`src/rtl/cuw_consts.svh`:
```
// Constants for the cache-unit bus write and acknowledge master port.
`ifndef CUW_CONSTS_SVH
`define CUW_CONSTS_SVH
`define CUW_DATA_W      64
`define CUW_WORD_W      32
`define CUW_ADDR_W      32
`define CUW_LINE_WORDS  8
`define CUW_FIFO_DEPTH  8
`define CUW_WIDE_BEATS  4'h4
`define CUW_NARROW_BEATS 4'h8
`define CUW_MAX_READS   2'h2
`define CUW_REISSUE_GAP 2'h2
`endif

```
`src/rtl/cuw_pkg.sv`:
```
// Types for the cache-unit bus write and acknowledge master port.
package cuw_pkg;
  typedef enum logic [1:0] {
    CUW_IDLE = 2'b00,
    CUW_REQ  = 2'b01,
    CUW_DATA = 2'b10,
    CUW_GAP  = 2'b11
  } cuw_wstate_t;
  typedef enum logic [1:0] {
    CUW_RIDLE = 2'b00,
    CUW_RREQ  = 2'b01,
    CUW_RGAP  = 2'b10
  } cuw_rstate_t;
endpackage

```
`src/rtl/cuw_fifo.sv`:
```
// Line-data FIFO with valid and ready on both sides, registered read data.
`timescale 1ns/10ps
module cuw_fifo #(
  parameter int WIDTH = 32,
  parameter int DEPTH = 8
) (
  input  wire logic             clock,
  input  wire logic             nrst,
  input  wire logic             ce,
  input  wire logic             in_valid,
  output logic                  in_ready,
  input  wire logic [WIDTH-1:0] in_data,
  output logic                  out_valid,
  input  wire logic             out_ready,
  output logic      [WIDTH-1:0] out_data
);
  localparam int AW = $clog2(DEPTH);
  logic [WIDTH-1:0] mem_q [DEPTH];
  logic [AW-1:0]    wp_q, wp_d, rp_q, rp_d;
  logic [AW:0]      cnt_q, cnt_d;
  logic [WIDTH-1:0] od_q, od_d;
  logic             ov_q, ov_d;
  logic             push, pop, load;

  // The head is kept in a register so the bus sees data from a flip-flop.
  always_comb begin
    push = in_valid && in_ready;
    pop = out_valid && out_ready;
    load = (cnt_q != '0) && (!ov_q || pop);
    wp_d = push ? wp_q + AW'(1) : wp_q;
    rp_d = load ? rp_q + AW'(1) : rp_q;
    cnt_d = cnt_q + (AW+1)'(push) - (AW+1)'(load);
    ov_d = load ? 1'b1 : (pop ? 1'b0 : ov_q);
    od_d = load ? mem_q[rp_q] : od_q;
  end

  assign in_ready  = cnt_q != (AW+1)'(DEPTH);
  assign out_valid = ov_q;
  assign out_data  = od_q;

  always_ff @(posedge clock) begin
    if (!nrst) begin
      wp_q <= '0;
      rp_q <= '0;
      cnt_q <= '0;
      ov_q <= 1'b0;
      od_q <= '0;
    end else if (ce) begin
      if (push) begin
        mem_q[wp_q] <= in_data;
      end
      wp_q <= wp_d;
      rp_q <= rp_d;
      cnt_q <= cnt_d;
      ov_q <= ov_d;
      od_q <= od_d;
    end
  end
endmodule

```
`src/rtl/cuw_master.sv`:
```
// Data-cache-unit bus master: write data, address acknowledge and request pacing.
`timescale 1ns/10ps
`include "cuw_consts.svh"
module cuw_master (
  input  wire logic                   clock,
  input  wire logic                   nrst,
  input  wire logic                   ce,
  // Core side: write command.
  input  wire logic                   wr_cmd_valid,
  output logic                        wr_cmd_ready,
  input  wire logic                   wr_cmd_line,
  input  wire logic [`CUW_ADDR_W-1:0] wr_cmd_addr,
  input  wire logic [7:0]             wr_cmd_be,
  input  wire logic [3:0]             wr_cmd_attr,
  input  wire logic [`CUW_WORD_W-1:0] wr_cmd_word,
  // Core side: line words, word 0 first.
  input  wire logic                   line_valid,
  output logic                        line_ready,
  input  wire logic [`CUW_WORD_W-1:0] line_word,
  // Core side: read command and completion.
  input  wire logic                   rd_cmd_valid,
  output logic                        rd_cmd_ready,
  input  wire logic                   rd_cmd_line,
  input  wire logic [`CUW_ADDR_W-1:0] rd_cmd_addr,
  input  wire logic [7:0]             rd_cmd_be,
  input  wire logic [3:0]             rd_cmd_attr,
  input  wire logic                   rd_done,
  input  wire logic                   abort_req,
  output logic                        wr_done,
  // Bus side.
  output logic                        data_access_request,
  output logic                        read_not_write,
  output logic [`CUW_ADDR_W-1:0]      request_address_bus,
  output logic                        line_transfer_size,
  output logic                        cacheable_attr,
  output logic                        write_through_attr,
  output logic                        user_storage_attr,
  output logic                        guarded_attr,
  output logic [7:0]                  byte_lane_enables,
  output logic                        request_abort,
  output logic [`CUW_DATA_W-1:0]      write_data_bus,
  input  wire logic                   slave_address_ack,
  input  wire logic                   slave_width_flag,
  input  wire logic                   write_data_ack
);
  logic in_rd_s1, in_rd_s2, in_rd_s3;
  logic rdd_q, rdd_i;

  // The read completion level is staged like a pin: change taken when two stages agree.
  always_ff @(posedge clock) begin
    if (!nrst) begin
      {in_rd_s1, in_rd_s2, in_rd_s3} <= 3'h0;
      rdd_q <= 1'b0;
    end else if (ce) begin
      {in_rd_s1, in_rd_s2, in_rd_s3} <= {rd_done, in_rd_s1, in_rd_s2};
      rdd_q <= rdd_i;
    end
  end

  always_comb begin
    rdd_i = (in_rd_s2 == in_rd_s3) ? in_rd_s3 : rdd_q;
  end

  logic ack_p, wdk_p, rdd_p;
  logic rdd_dly;
  always_ff @(posedge clock) begin
    if (!nrst) begin
      rdd_dly <= 1'b0;
    end else if (ce) begin
      rdd_dly <= rdd_q;
    end
  end
  // Slave strobes share the bus clock and last one cycle, so staging them would break pacing.
  assign ack_p = slave_address_ack;
  assign wdk_p = write_data_ack;
  assign rdd_p = rdd_q && !rdd_dly;

  function automatic logic [`CUW_DATA_W-1:0] beat_word(input logic hi_lo,
                                                       input logic [`CUW_WORD_W-1:0] w);
    beat_word = hi_lo ? {w, w} : {w, `CUW_WORD_W'(0)};
  endfunction

  // Line words stage through the FIFO so the core can run ahead of the slave.
  logic                   fifo_ov, fifo_pop;
  logic [`CUW_WORD_W-1:0] fifo_od;
  cuw_fifo #(.WIDTH(`CUW_WORD_W), .DEPTH(`CUW_FIFO_DEPTH)) u_fifo (
    .clock     (clock),
    .nrst      (nrst),
    .ce        (ce),
    .in_valid  (line_valid),
    .in_ready  (line_ready),
    .in_data   (line_word),
    .out_valid (fifo_ov),
    .out_ready (fifo_pop),
    .out_data  (fifo_od)
  );

  cuw_pkg::cuw_wstate_t   ws_q, ws_d;
  cuw_pkg::cuw_rstate_t   rs_q, rs_d;
  logic                   wr_out_q, wr_out_d;
  logic [1:0]             rd_out_q, rd_out_d;
  logic [1:0]             gap_q, gap_d;
  logic [3:0]             beats_q, beats_d;
  logic                   wide_q, wide_d, line_q, line_d;
  logic [`CUW_WORD_W-1:0] hold_q, hold_d;
  logic [`CUW_DATA_W-1:0] wdb_q, wdb_d;
  logic                   even_q, even_d;
  logic                   owner_wr_q, owner_wr_d;
  logic [`CUW_ADDR_W-1:0] addr_q, addr_d;
  logic [7:0]             be_q, be_d;
  logic [3:0]             attr_q, attr_d;
  logic                   req_q, req_d, abt_q, abt_d, done_q, done_d;
  logic                   can_wr, can_rd;

  always_comb begin
    ws_d = ws_q;
    rs_d = rs_q;
    wr_out_d = wr_out_q;
    rd_out_d = rd_out_q;
    gap_d = (gap_q != 2'h0) ? gap_q - 2'h1 : 2'h0;
    beats_d = beats_q;
    wide_d = wide_q;
    line_d = line_q;
    hold_d = hold_q;
    wdb_d = wdb_q;
    even_d = even_q;
    owner_wr_d = owner_wr_q;
    addr_d = addr_q;
    be_d = be_q;
    attr_d = attr_q;
    req_d = req_q;
    abt_d = 1'b0;
    done_d = 1'b0;
    fifo_pop = 1'b0;
    // At most one write and two reads outstanding, with a gap before reissue.
    can_wr = !wr_out_q && (gap_q == 2'h0) && !req_q;
    can_rd = (rd_out_q < `CUW_MAX_READS) && (gap_q == 2'h0) && !req_q;
    wr_cmd_ready = 1'b0;
    rd_cmd_ready = 1'b0;
    if (req_q) begin
      // An abort that meets the acknowledge comes too late to signal; the transfer goes on.
      if (abort_req && !abt_q && !ack_p) begin
        abt_d = 1'b1;
      end
      if (ack_p || abt_q) begin
        req_d = 1'b0;
        if (abt_q) begin
          if (owner_wr_q) begin
            ws_d = cuw_pkg::CUW_IDLE;
            wr_out_d = 1'b0;
          end else begin
            rs_d = cuw_pkg::CUW_RIDLE;
          end
        end else if (owner_wr_q) begin
          ws_d = cuw_pkg::CUW_DATA;
          wide_d = slave_width_flag;
          wr_out_d = 1'b1;
          // A slave may take single-word data in the address acknowledge cycle.
          if (!line_q && wdk_p) begin
            ws_d = cuw_pkg::CUW_IDLE;
            wr_out_d = 1'b0;
            done_d = 1'b1;
            gap_d = `CUW_REISSUE_GAP;
          end
        end else begin
          rs_d = cuw_pkg::CUW_RIDLE;
          rd_out_d = rd_out_q + 2'h1;
        end
      end
    end else if (ws_q == cuw_pkg::CUW_IDLE && wr_cmd_valid && can_wr) begin
      wr_cmd_ready = 1'b1;
      ws_d = cuw_pkg::CUW_REQ;
      owner_wr_d = 1'b1;
      req_d = 1'b1;
      line_d = wr_cmd_line;
      addr_d = wr_cmd_addr;
      be_d = wr_cmd_be;
      attr_d = wr_cmd_attr;
      beats_d = 4'h0;
      // Single-word data stands on both halves from the request onward.
      wdb_d = beat_word(1'b1, wr_cmd_word);
      hold_d = fifo_od;
      even_d = 1'b1;
    end else if (rs_q == cuw_pkg::CUW_RIDLE && rd_cmd_valid && can_rd) begin
      rd_cmd_ready = 1'b1;
      rs_d = cuw_pkg::CUW_RREQ;
      owner_wr_d = 1'b0;
      req_d = 1'b1;
      line_d = rd_cmd_line;
      addr_d = rd_cmd_addr;
      be_d = rd_cmd_be;
      attr_d = rd_cmd_attr;
    end
    // Line data: the first word is taken from the FIFO in CUW_DATA, the cycle after the address is acknowledged.
    if (ws_q == cuw_pkg::CUW_DATA && line_q) begin
      if (beats_q == 4'h0 && fifo_ov && !(even_q == 1'b0)) begin
        if (wide_q) begin
          if (even_q && wdb_q[`CUW_WORD_W-1:0] == '0 && beats_q == 4'h0 && !fifo_pop) begin
            hold_d = fifo_od;
          end
        end
      end
    end
    if (ws_q == cuw_pkg::CUW_DATA) begin
      if (!line_q) begin
        if (wdk_p) begin
          ws_d = cuw_pkg::CUW_IDLE;
          wr_out_d = 1'b0;
          done_d = 1'b1;
          gap_d = `CUW_REISSUE_GAP;
        end
      end else if (even_q) begin
        // Assemble the next beat: wide takes two words, narrow one.
        if (fifo_ov) begin
          fifo_pop = 1'b1;
          if (wide_q) begin
            hold_d = fifo_od;
            even_d = 1'b0;
          end else begin
            wdb_d = beat_word(1'b0, fifo_od);
            even_d = 1'b0;
            ws_d = cuw_pkg::CUW_GAP;
          end
        end
      end else if (fifo_ov) begin
        fifo_pop = 1'b1;
        wdb_d = {hold_q, fifo_od};
        ws_d = cuw_pkg::CUW_GAP;
      end
    end
    // Beat presented: hold until acknowledged, then fetch the next.
    if (ws_q == cuw_pkg::CUW_GAP && wdk_p) begin
      beats_d = beats_q + 4'h1;
      even_d = 1'b1;
      if (beats_q + 4'h1 == (wide_q ? `CUW_WIDE_BEATS : `CUW_NARROW_BEATS)) begin
        ws_d = cuw_pkg::CUW_IDLE;
        wr_out_d = 1'b0;
        done_d = 1'b1;
        gap_d = `CUW_REISSUE_GAP;
      end else begin
        ws_d = cuw_pkg::CUW_DATA;
      end
    end
    if (rdd_p && rd_out_q != 2'h0 && !(req_q && ack_p && !owner_wr_q && !abt_q)) begin
      rd_out_d = rd_out_q - 2'h1;
      gap_d = `CUW_REISSUE_GAP;
    end else if (rdd_p && rd_out_q != 2'h0) begin
      rd_out_d = rd_out_q;
      gap_d = `CUW_REISSUE_GAP;
    end
  end

  always_ff @(posedge clock) begin
    if (!nrst) begin
      ws_q <= cuw_pkg::CUW_IDLE;
      rs_q <= cuw_pkg::CUW_RIDLE;
      wr_out_q <= 1'b0;
      rd_out_q <= 2'h0;
      gap_q <= 2'h0;
      beats_q <= 4'h0;
      wide_q <= 1'b0;
      line_q <= 1'b0;
      hold_q <= '0;
      wdb_q <= '0;
      even_q <= 1'b1;
      owner_wr_q <= 1'b0;
      addr_q <= '0;
      be_q <= 8'h00;
      attr_q <= 4'h0;
      req_q <= 1'b0;
      abt_q <= 1'b0;
      done_q <= 1'b0;
    end else if (ce) begin
      ws_q <= ws_d;
      rs_q <= rs_d;
      wr_out_q <= wr_out_d;
      rd_out_q <= rd_out_d;
      gap_q <= gap_d;
      beats_q <= beats_d;
      wide_q <= wide_d;
      line_q <= line_d;
      hold_q <= hold_d;
      wdb_q <= wdb_d;
      even_q <= even_d;
      owner_wr_q <= owner_wr_d;
      addr_q <= addr_d;
      be_q <= be_d;
      attr_q <= attr_d;
      req_q <= req_d;
      abt_q <= abt_d;
      done_q <= done_d;
    end
  end

  assign data_access_request = req_q;
  assign read_not_write      = !owner_wr_q;
  assign request_address_bus = addr_q;
  assign line_transfer_size  = line_q;
  assign {cacheable_attr, write_through_attr, user_storage_attr, guarded_attr} = attr_q;
  // Enables carry no meaning on line transfers, so they are driven to zero then.
  assign byte_lane_enables   = line_q ? 8'h00 : be_q;
  assign request_abort       = abt_q;
  assign write_data_bus      = wdb_q;
  assign wr_done             = done_q;

  a_outstanding_cap : assert property (@(posedge clock) disable iff (!nrst)
    rd_out_q <= `CUW_MAX_READS) else $error("too many reads outstanding");
  a_req_gap_ack : assert property (@(posedge clock) disable iff (!nrst)
    ce && req_q && ack_p && !abt_q |=> !req_q) else $error("request not dropped");
  a_abort_drop : assert property (@(posedge clock) disable iff (!nrst)
    ce && abt_q |=> !req_q) else $error("request held after abort");
  a_single_dup : assert property (@(posedge clock) disable iff (!nrst)
    ws_q == cuw_pkg::CUW_DATA && !line_q |-> wdb_q[63:32] == wdb_q[31:0])
    else $error("single word not replicated");
  a_single_hold : assert property (@(posedge clock) disable iff (!nrst)
    ce && ws_q == cuw_pkg::CUW_DATA && !line_q && !wdk_p |=> $stable(wdb_q))
    else $error("single data changed early");
  a_beat_hold : assert property (@(posedge clock) disable iff (!nrst)
    ce && ws_q == cuw_pkg::CUW_GAP && !wdk_p |=> $stable(wdb_q))
    else $error("line beat changed early");
  a_narrow_upper : assert property (@(posedge clock) disable iff (!nrst)
    ws_q == cuw_pkg::CUW_GAP && !wide_q |-> wdb_q[31:0] == 32'h0)
    else $error("narrow beat on low half");
  a_beat_limit : assert property (@(posedge clock) disable iff (!nrst)
    beats_q <= `CUW_NARROW_BEATS && (!wide_q || beats_q <= `CUW_WIDE_BEATS))
    else $error("beat count overrun");
endmodule

```
`config.mk`:
```
export PLATFORM = sky130hd
export DESIGN_NAME = cuw_master
export DESIGN_NICKNAME = d
export VERILOG_FILES = /design/src/rtl/cuw_pkg.sv /design/src/rtl/cuw_fifo.sv /design/src/rtl/cuw_master.sv
export VERILOG_INCLUDE_DIRS = /design/src /design/src/rtl
export SDC_FILE = /design/constraint.sdc
export NUM_CORES = 1
export LEC_CHECK = 0
export BUFFER_PORTS_ARGS = -buffer_cell sky130_fd_sc_hd__buf_2
export CORE_UTILIZATION = 61
export CTS_CLUSTER_SIZE = 14
export DETAILED_ROUTE_END_ITERATION = 10
export HOLD_SLACK_MARGIN = 0.15
export MAX_ROUTING_LAYER = met4
export PLACE_DENSITY = 0.84
export SYNTH_ARGS = -nofsm -noshare
export SYNTH_HDL_FRONTEND = slang
export SYNTH_SLANG_ARGS = --single-unit
```
`constraint.sdc`:
```
create_clock -name clock -period 6.75 [get_ports clock]
set_input_delay 1.35 -clock clock [delete_from_list [all_inputs] [get_ports clock]]
set_output_delay 1.35 -clock clock [all_outputs]
set_load 0.03 [all_outputs]
```
# After elaboration in Yosys (flattened, before gate mapping)
# Memories as Yosys holds them, arrays and structs flattened. A register that Yosys moved wholly into a read port is not among the register bits.
# Index checks and enable logic that the tools add are counted.
[word_totals]
elab_cells = 233
input_bits = 165
latch_bits = 0
memories = 1
reg_bits = 176
ram_bits = 256
rom_bits = 0
out_inout_bits = 116
[op_classes]
n_lt_le_gt_ge = 1
div = 0
n_reduce_logical = 61
shift = 0
mul = 0
n_eq_ne = 12
n_mux = 121
bitwise = 2
n_addsub = 8
[memory_table]
columns = ["name", "words", "word_bits", "read_ports", "rd_clocked_by_memory_dff", "wr", "line", "source"]
rows = [
  ["u_fifo.mem_q", 8, 32, 1, 1, 1, "cuw_fifo.sv:18", "logic [WIDTH-1:0] mem_q [DEPTH];"],
]
[ops]
columns = ["operator", "count"]
rows = [
  ["64-bit two-way mux", 8],
  ["32-bit two-way mux", 13],
  ["2-bit two-way mux", 40],
  ["1-bit two-way mux", 51],
  ["32-bit zero test", 1],
  ["1-bit logical AND", 26],
  ["4-bit two-way mux", 6],
  ["8-bit two-way mux", 3],
  ["2-bit nonzero test", 8],
  ["1-bit zero test", 10],
  ["2-bit by 1-bit != test with 1-bit output (second input constant)", 5],
  ["5-bit AND reduction", 2],
  ["2-bit AND reduction", 4],
  ["3-bit by 1-bit adder with 3-bit output (second input constant)", 2],
  ["2-bit zero test", 3],
  ["3-bit AND reduction", 2],
  ["6-bit AND reduction", 1],
  ["4-bit by 1-bit adder with 4-bit output", 1],
  ["4-bit by 1-bit adder with 4-bit output (second input constant)", 1],
  ["2-bit equality test (second input constant)", 2],
  ["4-bit equality test", 1],
  ["4-bit zero test", 1],
  ["2-bit != test (second input constant)", 2],
  ["4-bit != test (second input constant)", 1],
  ["other kinds (8)", 11],
]

# Longest topological paths before layout
[depth]
ltp_word = 15
ltp_mapped = 12
ltp_nobuf = 12

# By module
# A second synthesis with hierarchy kept.
[hier_totals]
cells_unflattened = 1408
area_unflattened_um2 = 18453.9
[by_module_without_submodules]
columns = ["mod", "area_per_inst_um2", "cells_per_inst", "seq_area_each_um2", "instances"]
rows = [
  ["cuw_fifo", 11146.9, 554, 8548.2, 1],
  ["cuw_master", 7307.0, 854, 3283.1, 1],
]

# Worst setup path after synthesis
# OpenSTA, ideal clock, no wires.
[synth_path]
kind = "input -> register"
from = "input ce"
to = "memory u_fifo.mem_q[1][0], enable pin"
required_ps = 6289
setup_time_ps = 461
t_arrival_ps = 4229
path_stages = 5
path_buffers = 2
setup_slack_ps = 2059
cell_sequence = "buf_2 and3_1 clkbuf_1 nand3_1 nor3_1"
[synth_via]
elab_chain_cells = 3
[synth_rtl]
columns = ["item", "line", "source"]
rows = [
  ["start: declaration", "cuw_master.sv:7", "input wire logic ce,"],
  ["1-bit two-way mux", "cuw_fifo.sv:48", "end else if (ce) begin"],
  ["1-bit two-way mux", "cuw_fifo.sv:42", "if (!nrst) begin"],
  ["1-bit two-way mux (implied by the code)", "cuw_fifo.sv:50", "mem_q[wp_q] <= in_data;"],
  ["end: declaration", "cuw_fifo.sv:18", ""],
]
# Every way passes these cells.

# Final worst setup path
[layout_path]
from = "input wr_cmd_valid"
to = "output wr_cmd_ready"
[layout_via]
elab_chain_cells = 4
[layout_rtl]
columns = ["item", "line", "source"]
rows = [
  ["start: declaration", "cuw_master.sv:9", "input wire logic wr_cmd_valid,"],
  ["1-bit logical AND (2 in a row)", "cuw_master.sv:170", "end else if (ws_q == cuw_pkg::CUW_IDLE && wr_cmd_valid && can_wr) begin"],
  ["1-bit two-way mux", "cuw_master.sv:170", ""],
  ["1-bit two-way mux", "cuw_master.sv:140", "if (req_q) begin"],
  ["end: declaration", "cuw_master.sv:10", "output logic wr_cmd_ready,"],
]
# Every way passes these cells.

==> flow_summary.ini <==
[power]
p_leak_uw = 0.00897
internal_power_uw = 5120
clkPwrFrac_pct = 34.2
combPwrFrac_pct = 18.7
vdd_drop_max_v = 0.000245
p_per_area_nw_per_um2 = 320
p_sw_share_pct = 27.6
finalPower_uw = 7070
switchingPower_uw = 1950
seq_power_share_pct = 47.0

[global_route]
grt_pass1_vias = 12100
grt_pass1_wl_um = 68600
grt-ovfl-total = 0
grt.total_usage_pct = 29.5
grt_max_degree = 116
antenna_found_initial = 2

[die]
dieHeight_um = 179
die_w_um = 179
ioPinCount = 281
dieArea_um2 = 31900
initial_core_util_pct = 62.1
core_um2 = 30600
placementRows = 64

[hold_path]
hold_path_class = reg2reg

[timing]
rsz0062_at_grt = no
setup-tns-final_ns = 0
min_period_ns = 5.00
hold_slack_ns = 0.450
maxSlewViolCount = 0
tightest_slew_ns = 1.12
finalHoldViolations = 0
fmax_mhz = 200
finClkSkew_ns = 0.0234
slew_headroom_pct = 24.8
period_share_pct = 74.0
setup_violations = 0

[yosys]
synth_warnings = 0
avgSynthCellArea_um2 = 13.2
syn-num-nets = 1614
synth_area_leader_cell = edfxtp_1
synth_area_leaders = edfxtp_1 (40%), dfxtp_1 (22%), mux4_2 (7.6%)
synthArstFlopShare_pct = 0
yosys_register_bits = 463
seq_area_frac_synth_pct = 62.2
syn-instance-count = 1437
ys.flop_type = edfxtp_1
synth_area_um2 = 19000
synth_cell_types = 62
synth-edff-count = 256
synth_top_area_share_pct = 40.4

[cts]
hold_buffers = 0
cts-root-buf = clkbuf_16
cts_resized = 0
clk_latency_ns = 0.57
cts_setup_buffers = 0
cts_sinks = 463
cts.clk_slew.worst_paths_ns = 0.05
cts_tree = built
clockBufferDepth = 3
htree_levels = 2
cts_buffers = 45

[place]
portBuffers = 280
hpwl_um = 29000
dp.cells = 2026
place_area_um2 = 20700
gp_congestion = 0.930

[run_status]
status = finished, final reports clean

[detailed_routing]
wl_per_cell_um = 22.0
routed_via_density = 6.15
drtIter0Drc = 1314
vias = 13000
first_pass_iters = 7
ant_nets = 0
drc_errors = 0
drt-total-wl_um = 46200

[cells_and_area]
final_cells = 2105
areaGrowthSynthToFinish_pct = 16.2
drive_gt1_share_pct = 26.4
final_cell_area_um2 = 22100
fin_nets = 1854
nFillCells = 2022

[worst_setup_path]
cp_max_fo = 46
critPathCaptureType = output port
startpoint_type = input pin
crit_arrival_ns = 3.65
required_ns = 5.40
critPathKind = in2out

[run]
drv_cap = 0
## registers in the layout, summed over array words and instances (netlist names), 2 cells and up
name	cells
be_q	8
u_fifo.cnt_q	4
hold_q	32
u_fifo.wp_q	3
ws_q	2
gap_q	2
write_data_bus	64
request_address_bus	32
attr_q	4
u_fifo.mem_q	256
rd_out_q	2
u_fifo.out_data	32
u_fifo.rp_q	3
beats_q	4
## area by class of cell
type | instances | area (µm²) | share of cell area [%]
flip-flops and latches | 463 | 11800 | 53.6
multi-input cells | 849 | 6690 | 30.3
repair buffers | 302 | 1580 | 7.17
clock buffers | 60 | 1210 | 5.49
well taps | 396 | 495 | 2.24
clock inverters | 16 | 199 | 0.901
inverters | 16 | 60.1 | 0.272
diodes | 3 | 7.51 | 0.0340
## worst max-delay path, cell delays in order
cell,delay [ns]
buf_2,0.09
nor4b_4,0.79
nand2_4,0.49
inv_2,0.59
buf_2,0.32
## Yosys cell counts (8+ instances only)
cell	n
edfxtp_1	256
nand2_1	220
dfxtp_1	207
o211a_1	79
nor2b_1	74
mux4_2	64
clkbuf_1	63
nand3_1	53
a22o_1	50
mux2i_1	39
a22oi_1	37
a21boi_1	36
buf_2	29
o21ai_0	27
a222oi_1	18
and3_1	18
nor2_1	17
a21o_1	16
a21boi_0	15
inv_1	14
ha_1	11
and2_1	9
a21oi_1	8
## logic make-up (layout without fill, tap and decap cells)
family	Yosys count	in the layout	synth area share, %
XOR/XNOR	8	8	0.369
AO/OA/AOI/OAI	305	305	13.3
flip-flops	463	463	62.2
buffers and inverters	125	394	2.99
AND/OR/NAND/NOR	421	421	10.7
other	0	3	0
multiplexers	103	103	9.64
adder cells (fa/ha/maj)	12	12	0.829
## final timing paths
kind	startpoint	to	slack [ns]	cells after the start
min reg2reg	write_data_bus[38]$_SDFFE_PN0P_	write_data_bus[38]$_SDFFE_PN0P_	0.45	2
max reg2reg	data_access_request$_SDFFE_PN0P_	beats_q[2]$_SDFFE_PN0P_	2.83	7
max	wr_cmd_valid	wr_cmd_ready	1.75	5
min	write_data_bus[38]$_SDFFE_PN0P_	write_data_bus[38]$_SDFFE_PN0P_	0.45	2
## power groups by stage
| stage | Clock (µW) | Sequential (µW) | Combinational, µW |
|---|---|---|---|
| floorplan | 0 | 3390 | 914 |
| global placement | 0 | 3370 | 1270 |
| detailed placement | 0 | 3380 | 1320 |
| CTS | 2450 | 3320 | 1330 |
| global route | 2570 | 3350 | 1430 |
| finish | 2420 | 3330 | 1320 |
## cells in the final DEF (no fill, tap or decap), types with 4 or more instances in the layout
cell	netlist	routed
nand3_1	53	53
nand2_1	220	220
clkinv_2	0	4
o211a_1	79	79
xnor2_1	6	6
nor3_1	6	4
buf_2	29	278
clkbuf_16	0	45
nor2_2	0	6
clkinv_1	1	7
clkbuf_1	63	12
buf_4	5	23
dfxtp_1	207	204
a21boi_1	36	36
and2_1	9	9
o21ai_0	27	27
a222oi_1	18	18
ha_1	11	11
a21boi_0	15	15
a21o_1	16	16
nand2b_1	5	5
nor2_1	17	10
nor2b_1	74	74
and3_1	18	18
mux2i_1	39	39
a21oi_1	8	8
a22oi_1	37	37
edfxtp_1	256	256
a22o_1	50	50
mux4_2	64	64
inv_1	14	14
## per-layer routing
layer	up-vias	track usage, %	wire (µm)
li1	5884	-	-
met2	594	47.6	22600
met5	-	-	0
met1	6381	36.8	18200
met4	0	10.6	1590
met3	94	6.44	3850
## metrics by stage
| stage | worst slack, ns | util [%] |
|---|---|---|
| 2_1_floorplan | 2.06 | - |
| 3_3_place_gp | 1.90 | 67.5 |
| 3_5_place_dp | 1.87 | 67.5 |
| 4_1_cts | 1.85 | 72.2 |
| 5_1_grt | 1.67 | 72.2 |
| 6_report | 1.75 | 72.2 |
No activity file was read; power rests on OpenSTA's default activity.
